$ cat config.mk
export PLATFORM = sky130hd
export DESIGN_NAME = deterioration_diagnosis_monitor
export DESIGN_NICKNAME = d
export VERILOG_FILES = /design/src/shared/ddm_pkg.sv /design/src/rtl/deterioration_diagnosis_monitor.sv /design/src/rtl/limit_judge.sv /design/src/rtl/torque_averager.sv
export VERILOG_INCLUDE_DIRS = /design/src /design/src/shared
export SDC_FILE = /design/constraint.sdc
export NUM_CORES = 2
export LEC_CHECK = 0
export ABC_CLOCK_PERIOD_IN_PS = 92900
export BUFFER_PORTS_ARGS = -buffer_cell sky130_fd_sc_hd__clkbuf_2
export CAP_MARGIN = 10
export CORE_MARGIN = 3
export CORE_UTILIZATION = 45
export DETAILED_ROUTE_END_ITERATION = 8
export SLEW_MARGIN = 20
export SYNTH_ARGS = -nofsm -noshare
export SYNTH_HDL_FRONTEND = slang
export SYNTH_HIERARCHICAL = 1
export SYNTH_SLANG_ARGS = --single-unit
$ cat constraint.sdc
create_clock -name clock_i -period 92.9 [get_ports clock_i]
set_input_delay 0 -clock clock_i [delete_from_list [all_inputs] [get_ports clock_i]]
set_output_delay 0 -clock clock_i [all_outputs]
set_load 0.02 [all_outputs]
$ cat src/shared/ddm_consts.svh
// Constants of the deterioration diagnosis monitor
`ifndef DDM_CONSTS_SVH
`define DDM_CONSTS_SVH

// ----------------------------------------
// Timing
// ----------------------------------------
`define DDM_CLK_PERIOD_NS 5
`define DDM_MS_NS 1000000
`define DDM_CONV_UNIT_MS 7'h64
`define DDM_HYST_RPM 32'sh0000000A
`define DDM_AUTO_CONV_BASE 14'h012C

// ----------------------------------------
// Register offsets
// ----------------------------------------
`define DDM_OFS_CFG 8'h00
`define DDM_OFS_CONV 8'h04
`define DDM_OFS_INER_UP 8'h08
`define DDM_OFS_INER_LO 8'h0C
`define DDM_OFS_UNBAL_UP 8'h10
`define DDM_OFS_UNBAL_LO 8'h14
`define DDM_OFS_DYN_UP 8'h18
`define DDM_OFS_DYN_LO 8'h1C
`define DDM_OFS_VISC_UP 8'h20
`define DDM_OFS_VISC_LO 8'h24
`define DDM_OFS_SPEED_SET 8'h28
`define DDM_OFS_AVG_TIME 8'h2C
`define DDM_OFS_TRQ_UP 8'h30
`define DDM_OFS_TRQ_LO 8'h34
`define DDM_OFS_MATCH_W 8'h38
`define DDM_OFS_EST_SPEED 8'h3C
`define DDM_OFS_STATUS 8'h40
`define DDM_OFS_TRQ_AVG 8'h44

// ----------------------------------------
// Fields and reset values
// ----------------------------------------
`define DDM_EN_BIT 1
`define DDM_RST_CFG 32'h00000000
`define DDM_RST_VAL 17'h00000
`define DDM_RST_TIME 14'h0000
`define DDM_RST_SPEED 4'h0

// ----------------------------------------
// Setting ranges
// ----------------------------------------
`define DDM_TIME_MAX 32'sh00002710
`define DDM_POS_MIN 32'sh00000000
`define DDM_POS_MAX 32'sh00002710
`define DDM_SGN_MIN 32'shFFFFFC18
`define DDM_SGN_MAX 32'sh000003E8
`define DDM_SPD_MIN 32'shFFFFB1E0
`define DDM_SPD_MAX 32'sh00004E20
`define DDM_EST_MAX 32'sh0000000F

`endif

$ cat src/shared/ddm_pkg.sv
// Types of the deterioration diagnosis monitor
`default_nettype none
package ddm_pkg;
    typedef logic signed [16:0] val_t;
    typedef struct packed {
        val_t upper;
        val_t lower;
    } lim_pair_t;
    typedef struct packed {
        val_t inertia;
        val_t unbal;
        val_t dynfric;
        val_t viscfric;
    } est_t;
    typedef struct packed {
        logic est_on;
        logic cond_ok;
        logic converged;
    } est_stat_t;
    typedef enum logic [1:0] {
        LJ_IDLE = 2'b00,
        LJ_ACCUM = 2'b01,
        LJ_EFFECTIVE = 2'b10
    } load_state_t;
endpackage
`default_nettype wire

$ cat src/rtl/deterioration_diagnosis_monitor.sv
// Top of the deterioration diagnosis monitor with its register port
`include "ddm_consts.svh"
`default_nettype none
module deterioration_diagnosis_monitor #(
    parameter int MS_CYCLES = `DDM_MS_NS / `DDM_CLK_PERIOD_NS
) (
    // Clock and reset
    input wire logic clock_i,
    input wire logic rst_b_i,
    // Register port
    input wire logic [7:0] addr_i,
    input wire logic [31:0] wr_data_i,
    input wire logic wr_stb_i,
    input wire logic rd_stb_i,
    output logic [31:0] rd_data_o,
    // Drive signals
    input wire ddm_pkg::val_t motor_speed_i,
    input wire ddm_pkg::val_t torque_cmd_i,
    input wire ddm_pkg::est_t est_i,
    input wire ddm_pkg::est_stat_t est_stat_i,
    // Outputs
    output logic diag_speed_flag_o,
    output logic wear_warning_o
);
    // ----------------------------------------
    // Helpers
    // ----------------------------------------
    function automatic ddm_pkg::val_t clamp(input int d, input int lo, input int hi);
        int r;
        r = (d < lo) ? lo : ((d > hi) ? hi : d);
        clamp = ddm_pkg::val_t'(r);
    endfunction

    function automatic logic [13:0] clamp_time(input int d);
        int r;
        r = (d < 0) ? 0 : ((d > `DDM_TIME_MAX) ? `DDM_TIME_MAX : d);
        clamp_time = r[13:0];
    endfunction

    // ----------------------------------------
    // Settings
    // ----------------------------------------
    logic [31:0] feature_ext_cfg3;
    logic [13:0] converge_judge_time;
    ddm_pkg::lim_pair_t est_lim [4];
    ddm_pkg::lim_pair_t torque_avg_lim;
    ddm_pkg::val_t diag_speed_setpoint;
    ddm_pkg::val_t speed_match_width;
    logic [13:0] torque_avg_time;
    logic [3:0] autotune_est_speed;
    logic monitor_en;
    int wd;

    assign wd = int'($signed(wr_data_i));
    assign monitor_en = feature_ext_cfg3[`DDM_EN_BIT];

    // Out-of-range writes saturate instead of being refused
    always_ff @(posedge clock_i or negedge rst_b_i) begin
        if (!rst_b_i) begin
            feature_ext_cfg3 <= `DDM_RST_CFG;
            converge_judge_time <= `DDM_RST_TIME;
            for (int i = 0; i < 4; i++) begin
                est_lim[i] <= {`DDM_RST_VAL, `DDM_RST_VAL};
            end
            torque_avg_lim <= {`DDM_RST_VAL, `DDM_RST_VAL};
            diag_speed_setpoint <= `DDM_RST_VAL;
            speed_match_width <= `DDM_RST_VAL;
            torque_avg_time <= `DDM_RST_TIME;
            autotune_est_speed <= `DDM_RST_SPEED;
        end else if (wr_stb_i) begin
            unique case (addr_i)
                `DDM_OFS_CFG: feature_ext_cfg3 <= wr_data_i;
                `DDM_OFS_CONV: converge_judge_time <= clamp_time(wd);
                `DDM_OFS_INER_UP: est_lim[0].upper <= clamp(wd, `DDM_POS_MIN, `DDM_POS_MAX);
                `DDM_OFS_INER_LO: est_lim[0].lower <= clamp(wd, `DDM_POS_MIN, `DDM_POS_MAX);
                `DDM_OFS_UNBAL_UP: est_lim[1].upper <= clamp(wd, `DDM_SGN_MIN, `DDM_SGN_MAX);
                `DDM_OFS_UNBAL_LO: est_lim[1].lower <= clamp(wd, `DDM_SGN_MIN, `DDM_SGN_MAX);
                `DDM_OFS_DYN_UP: est_lim[2].upper <= clamp(wd, `DDM_SGN_MIN, `DDM_SGN_MAX);
                `DDM_OFS_DYN_LO: est_lim[2].lower <= clamp(wd, `DDM_SGN_MIN, `DDM_SGN_MAX);
                `DDM_OFS_VISC_UP: est_lim[3].upper <= clamp(wd, `DDM_POS_MIN, `DDM_POS_MAX);
                `DDM_OFS_VISC_LO: est_lim[3].lower <= clamp(wd, `DDM_POS_MIN, `DDM_POS_MAX);
                `DDM_OFS_SPEED_SET: diag_speed_setpoint <= clamp(wd, `DDM_SPD_MIN, `DDM_SPD_MAX);
                `DDM_OFS_AVG_TIME: torque_avg_time <= clamp_time(wd);
                `DDM_OFS_TRQ_UP: torque_avg_lim.upper <= clamp(wd, `DDM_SGN_MIN, `DDM_SGN_MAX);
                `DDM_OFS_TRQ_LO: torque_avg_lim.lower <= clamp(wd, `DDM_SGN_MIN, `DDM_SGN_MAX);
                `DDM_OFS_MATCH_W: speed_match_width <= clamp(wd, `DDM_POS_MIN, `DDM_SPD_MAX);
                `DDM_OFS_EST_SPEED: autotune_est_speed <= 4'(clamp(wd, `DDM_POS_MIN, `DDM_EST_MAX));
                default: begin
                end
            endcase
        end
    end

    // ----------------------------------------
    // Millisecond tick
    // ----------------------------------------
    logic [17:0] tick_cnt;
    logic ms_tick;

    always_ff @(posedge clock_i or negedge rst_b_i) begin
        if (!rst_b_i) begin
            tick_cnt <= 18'h00000;
            ms_tick <= 1'b0;
        end else if (tick_cnt == 18'(MS_CYCLES - 1)) begin
            tick_cnt <= 18'h00000;
            ms_tick <= 1'b1;
        end else begin
            tick_cnt <= tick_cnt + 18'h00001;
            ms_tick <= 1'b0;
        end
    end

    // ----------------------------------------
    // Diagnosis speed window
    // ----------------------------------------
    int speed_err;
    int abs_err;
    logic in_on;
    logic in_hold;
    logic diag_flag;
    logic next_diag_flag;

    assign speed_err = int'(motor_speed_i) - int'(diag_speed_setpoint);
    assign abs_err = (speed_err < 0) ? -speed_err : speed_err;
    assign in_on = abs_err <= int'(speed_match_width);
    // Release only beyond the widened band, so edge noise cannot chatter
    assign in_hold = abs_err <= int'(speed_match_width) + `DDM_HYST_RPM;
    assign next_diag_flag = monitor_en && (diag_flag ? in_hold : in_on);

    always_ff @(posedge clock_i or negedge rst_b_i) begin
        if (!rst_b_i) begin
            diag_flag <= 1'b0;
        end else begin
            diag_flag <= next_diag_flag;
        end
    end

    // ----------------------------------------
    // Torque average
    // ----------------------------------------
    ddm_pkg::val_t torque_avg;
    logic torque_eff;
    logic torque_exceed;

    torque_averager u_avg (
        .clock_i(clock_i),
        .rst_b_i(rst_b_i),
        .window_i(diag_flag),
        .tick_i(ms_tick),
        .avg_time_i(torque_avg_time),
        .torque_i(torque_cmd_i),
        .avg_o(torque_avg),
        .valid_o(torque_eff)
    );

    limit_judge #(.LIM_MIN(`DDM_SGN_MIN), .LIM_MAX(`DDM_SGN_MAX), .SHIFT(0)) u_trq_judge (
        .value_i(torque_avg),
        .lim_i(torque_avg_lim),
        .judge_i(torque_eff),
        .exceed_o(torque_exceed)
    );

    // ----------------------------------------
    // Load characteristic convergence
    // ----------------------------------------
    ddm_pkg::load_state_t load_state;
    logic [6:0] sub_ms;
    logic [13:0] accum_units;
    logic [13:0] conv_target;
    logic run_ok;
    logic load_eff;

    // Slower estimation needs longer before the estimate can be trusted
    assign conv_target = (converge_judge_time != 14'h0000) ? converge_judge_time :
                         `DDM_AUTO_CONV_BASE / {10'h000, autotune_est_speed};
    assign run_ok = monitor_en && est_stat_i.est_on &&
                    (autotune_est_speed != 4'h0);
    assign load_eff = (load_state == ddm_pkg::LJ_EFFECTIVE);

    always_ff @(posedge clock_i or negedge rst_b_i) begin
        if (!rst_b_i) begin
            load_state <= ddm_pkg::LJ_IDLE;
            sub_ms <= 7'h00;
            accum_units <= 14'h0000;
        end else if (!run_ok) begin
            load_state <= ddm_pkg::LJ_IDLE;
            sub_ms <= 7'h00;
            accum_units <= 14'h0000;
        end else begin
            unique case (load_state)
                ddm_pkg::LJ_IDLE: load_state <= ddm_pkg::LJ_ACCUM;
                ddm_pkg::LJ_ACCUM: begin
                    if (accum_units >= conv_target && est_stat_i.converged) begin
                        load_state <= ddm_pkg::LJ_EFFECTIVE;
                    end else if (ms_tick && est_stat_i.cond_ok) begin
                        // Total time counts; gaps in the conditions do not restart it
                        if (sub_ms == `DDM_CONV_UNIT_MS - 7'h01) begin
                            sub_ms <= 7'h00;
                            if (accum_units != 14'h3FFF) begin
                                accum_units <= accum_units + 14'h0001;
                            end
                        end else begin
                            sub_ms <= sub_ms + 7'h01;
                        end
                    end
                end
                ddm_pkg::LJ_EFFECTIVE: load_state <= ddm_pkg::LJ_EFFECTIVE;
                default: load_state <= ddm_pkg::LJ_IDLE;
            endcase
        end
    end

    // ----------------------------------------
    // Load limit checks and warning
    // ----------------------------------------
    ddm_pkg::val_t est_val [4];
    logic [3:0] est_exceed;
    localparam int LMIN [4] = '{`DDM_POS_MIN, `DDM_SGN_MIN, `DDM_SGN_MIN, `DDM_POS_MIN};
    localparam int LMAX [4] = '{`DDM_POS_MAX, `DDM_SGN_MAX, `DDM_SGN_MAX, `DDM_POS_MAX};
    localparam int LSHIFT [4] = '{0, 1, 1, 1};

    assign est_val[0] = est_i.inertia;
    assign est_val[1] = est_i.unbal;
    assign est_val[2] = est_i.dynfric;
    assign est_val[3] = est_i.viscfric;

    for (genvar g = 0; g < 4; g++) begin : g_est
        limit_judge #(.LIM_MIN(LMIN[g]), .LIM_MAX(LMAX[g]), .SHIFT(LSHIFT[g])) u_judge (
            .value_i(est_val[g]),
            .lim_i(est_lim[g]),
            .judge_i(load_eff),
            .exceed_o(est_exceed[g])
        );
    end

    always_ff @(posedge clock_i or negedge rst_b_i) begin
        if (!rst_b_i) begin
            wear_warning_o <= 1'b0;
        end else begin
            wear_warning_o <= (|est_exceed) || torque_exceed;
        end
    end

    assign diag_speed_flag_o = diag_flag;

    // ----------------------------------------
    // Read-back
    // ----------------------------------------
    always_ff @(posedge clock_i or negedge rst_b_i) begin
        if (!rst_b_i) begin
            rd_data_o <= 32'h00000000;
        end else if (!rd_stb_i) begin
            rd_data_o <= 32'h00000000;
        end else begin
            unique case (addr_i)
                `DDM_OFS_CFG: rd_data_o <= feature_ext_cfg3;
                `DDM_OFS_CONV: rd_data_o <= {18'h00000, converge_judge_time};
                `DDM_OFS_INER_UP: rd_data_o <= 32'(est_lim[0].upper);
                `DDM_OFS_INER_LO: rd_data_o <= 32'(est_lim[0].lower);
                `DDM_OFS_UNBAL_UP: rd_data_o <= 32'(est_lim[1].upper);
                `DDM_OFS_UNBAL_LO: rd_data_o <= 32'(est_lim[1].lower);
                `DDM_OFS_DYN_UP: rd_data_o <= 32'(est_lim[2].upper);
                `DDM_OFS_DYN_LO: rd_data_o <= 32'(est_lim[2].lower);
                `DDM_OFS_VISC_UP: rd_data_o <= 32'(est_lim[3].upper);
                `DDM_OFS_VISC_LO: rd_data_o <= 32'(est_lim[3].lower);
                `DDM_OFS_SPEED_SET: rd_data_o <= 32'(diag_speed_setpoint);
                `DDM_OFS_AVG_TIME: rd_data_o <= {18'h00000, torque_avg_time};
                `DDM_OFS_TRQ_UP: rd_data_o <= 32'(torque_avg_lim.upper);
                `DDM_OFS_TRQ_LO: rd_data_o <= 32'(torque_avg_lim.lower);
                `DDM_OFS_MATCH_W: rd_data_o <= 32'(speed_match_width);
                `DDM_OFS_EST_SPEED: rd_data_o <= {28'h0000000, autotune_est_speed};
                `DDM_OFS_STATUS: rd_data_o <= {28'h0000000, torque_eff, load_eff,
                                               wear_warning_o, diag_flag};
                `DDM_OFS_TRQ_AVG: rd_data_o <= 32'(torque_avg);
                default: rd_data_o <= 32'h00000000;
            endcase
        end
    end
endmodule
`default_nettype wire

$ cat src/rtl/limit_judge.sv
// Upper and lower limit comparison of one monitored quantity
`default_nettype none
module limit_judge #(
    parameter int LIM_MIN = 0,
    parameter int LIM_MAX = 0,
    parameter int SHIFT = 0
) (
    // Value and limits
    input wire ddm_pkg::val_t value_i,
    input wire ddm_pkg::lim_pair_t lim_i,
    input wire logic judge_i,
    // Result
    output logic exceed_o
);
    // Coarsens to the judgment step by flooring
    function automatic int quant(input ddm_pkg::val_t v);
        quant = int'(v) >>> SHIFT;
    endfunction

    logic both_ok;
    logic up_on;
    logic lo_on;

    assign both_ok = int'(lim_i.upper) > int'(lim_i.lower);
    assign up_on = both_ok && (int'(lim_i.upper) != LIM_MAX);
    assign lo_on = both_ok && (int'(lim_i.lower) != LIM_MIN);
    // Both sides quantised alike, so a finer limit cannot split a step
    assign exceed_o = judge_i && ((up_on && quant(value_i) > quant(lim_i.upper)) ||
                                  (lo_on && quant(value_i) < quant(lim_i.lower)));
endmodule
`default_nettype wire

$ cat src/rtl/torque_averager.sv
// Block average of the torque command inside the velocity window
`include "ddm_consts.svh"
`default_nettype none
module torque_averager (
    // Clock and reset
    input wire logic clock_i,
    input wire logic rst_b_i,
    // Window and samples
    input wire logic window_i,
    input wire logic tick_i,
    input wire logic [13:0] avg_time_i,
    input wire ddm_pkg::val_t torque_i,
    // Result
    output ddm_pkg::val_t avg_o,
    output logic valid_o
);
    logic signed [31:0] sum;
    logic signed [31:0] next_sum;
    logic [13:0] elapsed;
    logic last;

    assign next_sum = sum + 32'(torque_i);
    assign last = tick_i && ((elapsed + 14'h0001) == avg_time_i);

    // ----------------------------------------
    // Accumulation
    // ----------------------------------------
    always_ff @(posedge clock_i or negedge rst_b_i) begin
        if (!rst_b_i) begin
            sum <= 32'sh00000000;
            elapsed <= 14'h0000;
        end else if (!window_i || avg_time_i == 14'h0000) begin
            sum <= 32'sh00000000;
            elapsed <= 14'h0000;
        end else if (last) begin
            sum <= 32'sh00000000;
            elapsed <= 14'h0000;
        end else if (tick_i) begin
            sum <= next_sum;
            elapsed <= elapsed + 14'h0001;
        end
    end

    // ----------------------------------------
    // Average and judgment window
    // ----------------------------------------
    // The divider is wide but only used once per averaging period
    always_ff @(posedge clock_i or negedge rst_b_i) begin
        if (!rst_b_i) begin
            avg_o <= `DDM_RST_VAL;
            valid_o <= 1'b0;
        end else if (!window_i || avg_time_i == 14'h0000) begin
            valid_o <= 1'b0;
        end else if (last) begin
            avg_o <= ddm_pkg::val_t'(next_sum / $signed({18'h00000, avg_time_i}));
            valid_o <= 1'b1;
        end
    end
endmodule
`default_nettype wire

==> results.yml <==
run_status:
  outcome: "finished, violations left"
  failed_checks: "negative hold slack"
synth:
  ys_seq_area_share_pct: 18.4
  netlist_instances: 7123
  yosysUniqueCellTypes: 141
  synth_area_leader_cell: "dfrtp_1"
  netlist_area_sq_um: 55500
  async_flop_share_pct: 100
  ys_ff_latch: 408
  syn_avg_cell_area_sq_um: 7.79
  synthTopCellsByArea: "dfrtp_1 (18%), ha_1 (17%), nand2_1 (5.0%), a21oi_1 (4.0%), o21ai_0 (3.9%)"
  synth_top_area_share_pct: 18.4
  ys.warnings.count: 6
  synth-main-ff-cell: "dfrtp_1"
  synth_edf_count: 0
clock_network:
  insertion_delay_ns: 0.65
  cts.clk_slew.worst_paths_ns: 0.06
  cts-root-buf: "clkbuf_16"
  cts_tree: "done"
  cts_buffers: 50
  cts_sinks: 408
  htree_num_levels: 2
  clockBufferDepth: 3
place:
  place_hpwl_microns: 164000
  io_buffers: 179
  gp_congestion: 1.01
timing:
  tightest_slew_ns: 1.39
  post-route-period-util_pct: 94.5
  fin_crit_ns: 87.81
  fin_skew_ns: 0.0365
  setup_viol: 0
  hold_viol: 1
  whs_ns: -0.00357
  max_freq_mhz: 11.4
  drv_slew: 0
  relSlewSlack_pct: 4.90
routing:
  post_drt_via_cell_ratio: 6.27
  wl_per_cell_microns: 22.6
  drt_iter0_drc: 5060
  firstDrtPassIters: 8
  ant_nets: 0
  drc: 0
  totalWireLength_microns: 209000
  vias: 57996
worst_setup_path:
  start_kind: "flop"
  slowest_stage: "or4_4"
  worstPathArrival_ns: 88.35
  worstPathMaxFanout: 11
  crit_top_cell: "o21a_1"
  worst_setup_path_end_kind: "flop"
  worstSetupPathType: "flop to flop"
  crit_required_ns: 93.43
  max_stage_delay_ns: 0.56
final_layout:
  utilization_pct: 52.3
  drive_above_1_share_pct: 14.8
  nets: 8501
  area_growth_pct: 15.1
floorplan:
  die_h_microns: 357
  design.core.area_sq_um: 122000
  initial_core_util_pct: 45.4
  die_w_microns: 357
  dieArea_sq_um: 128000
  pin_count: 183
  rows: 128
global_routing:
  grt_pass1_vias: 54812
  globalRouteOverflowTotal: 0
  grt_pass1_wl_microns: 318000
  grt_max_degree: 106
  antenna_found_initial: 5
  grtUsageTotal_pct: 31.4
flow_run:
  maxCapViolCount: 0
worst_hold_path:
  worstHoldPathType: "input pin to async pin"
==> flip-flops by register name, summed over array words and instances (netlist names) <==
| register | flops |
|---|---|
| tick_cnt | 18 |
| torque_avg_time | 14 |
| feature_ext_cfg3 | 32 |
| rd_data_o | 32 |
| u_avg/valid_o | 1 |
| est_lim | 136 |
| wear_warning_o | 1 |
| diag_speed_flag_o | 1 |
| ms_tick | 1 |
| converge_judge_time | 14 |
| u_avg/avg_o | 17 |
| speed_match_width | 17 |
| load_state | 2 |
| torque_avg_lim | 34 |
| u_avg/elapsed | 14 |
| u_avg/sum | 32 |
| diag_speed_setpoint | 17 |
| sub_ms | 7 |
| autotune_est_speed | 4 |
| accum_units | 14 |
==> per-stage QoR <==
| step | instances | setup TNS, ns | setup slack [ns] | cell area [sq um] |
|---|---|---|---|---|
| after floorplan | 7150 | 0 | 0.0578 | 55800 |
| after global placement | 9065 | 0 | 3.51 | 60300 |
| after detailed placement | 9066 | 0 | 1.78 | 60400 |
| after CTS | 9198 | 0 | 1.32 | 62600 |
| after global routing | 9242 | -4.06 | -0.496 | 63900 |
| final | 9244 | 0 | 5.09 | 63900 |
==> critical path, delay by kind of cell, from the launching register on <==
family,cells,cell delay (ns)
AOI/OAI and AO/OA,280,51.12
xor gates and xnor gates,3,0.47
DFF,1,0.35
adders and majority gates,35,9.59
muxes,10,2.66
and+or+nand+nor,116,20.25
buffers and inverters,23,3.04
==> per-layer routing <==
| metal | track usage (%) | wire (microns) | share of wire (%) |
|---|---|---|---|
| met1 | 40.9 | 88600 | 42 |
| met2 | 52.1 | 95300 | 46 |
| met3 | 3.83 | 14100 | 6.7 |
| met4 | 14.2 | 11300 | 5.4 |
| met5 | 0 | 13 | 0.0062 |
==> cell type report <==
type,count,area [sq um]
Inverter,334,1250
Tap cell,1625,2030
Clock inverter,30,429
Antenna cell,2,5.00
Clock buffer,63,1380
Timing Repair Buffer,582,4060
Fill cell,11746,58300
Sequential cell,408,10200
Multi-Input combinational cell,6200,44500
==> cells in the mapped netlist, types with 87 or more instances <==
library cell / number
ha_1: 774
nand4_1: 139
dfrtp_1: 408
nand2_1: 738
o21ai_0: 435
o31ai_1: 137
clkbuf_1: 159
xor2_1: 132
nand3_1: 167
a21o_1: 184
nor3_1: 326
nand2b_1: 87
a21oi_1: 446
nor2_1: 571
o21a_1: 246
xnor2_1: 195
mux2_2: 99
inv_1: 332
==> logic make-up (layout without fill, tap and decap cells) <==
group	Yosys count	count (layout)	share of synthesized area, %
multiplexers	173	173	3.42
flip-flops	408	408	18.4
adder cells (fa/ha/maj)	778	778	17.6
AO/OA/AOI/OAI	2263	2264	27.9
XOR/XNOR	328	328	5.19
other	1	30	0.00676
AND/OR/NAND/NOR	2629	2629	23.7
buffers and inverters	543	1009	3.79
==> cells in the final DEF, fill, tap and decap left out, types with 79 or more instances in the layout <==
cell type / Yosys / routed
a21o_1: 184 / 184
a21oi_1: 446 / 401
a22o_1: 86 / 86
buf_4: 5 / 354
clkbuf_2: 2 / 178
dfrtp_1: 408 / 408
ha_1: 774 / 761
inv_1: 332 / 331
mux2_2: 99 / 99
nand2_1: 738 / 727
nand2b_1: 87 / 87
nand3_1: 167 / 162
nand4_1: 139 / 139
nor2_1: 571 / 541
nor2b_1: 79 / 79
nor3_1: 326 / 316
o21a_1: 246 / 240
o21ai_0: 435 / 410
o31ai_1: 137 / 131
xnor2_1: 195 / 194
xor2_1: 132 / 131
==> repair_timing <==
item	CTS	global route
hold buffers	39	0
gates resized for setup	0	233
setup endpoints to repair	0	17
buffers inserted	0	43
hold endpoints to repair	215	0
==> worst paths after layout <==
kind,startpoint,slack [ns],depth (start not counted),end
min reg2reg,tick_cnt[0],0.46,1,tick_cnt[0]
min,rst_b_i,-0.004,2,rd_data_o[20]
max in group asynchronous,rst_b_i,89.84,5,u_avg/sum[0]
max reg2reg,u_avg/sum[0],5.09,467,u_avg/avg_o[16]
min in group clock_i,est_stat_i[1],0.07,4,sub_ms[1]
max,u_avg/sum[0],5.09,467,u_avg/avg_o[16]
Power is left out: the tool's default activity adds up to more than one toggle a clock period on the data nets, which glitch-free logic cannot reach.
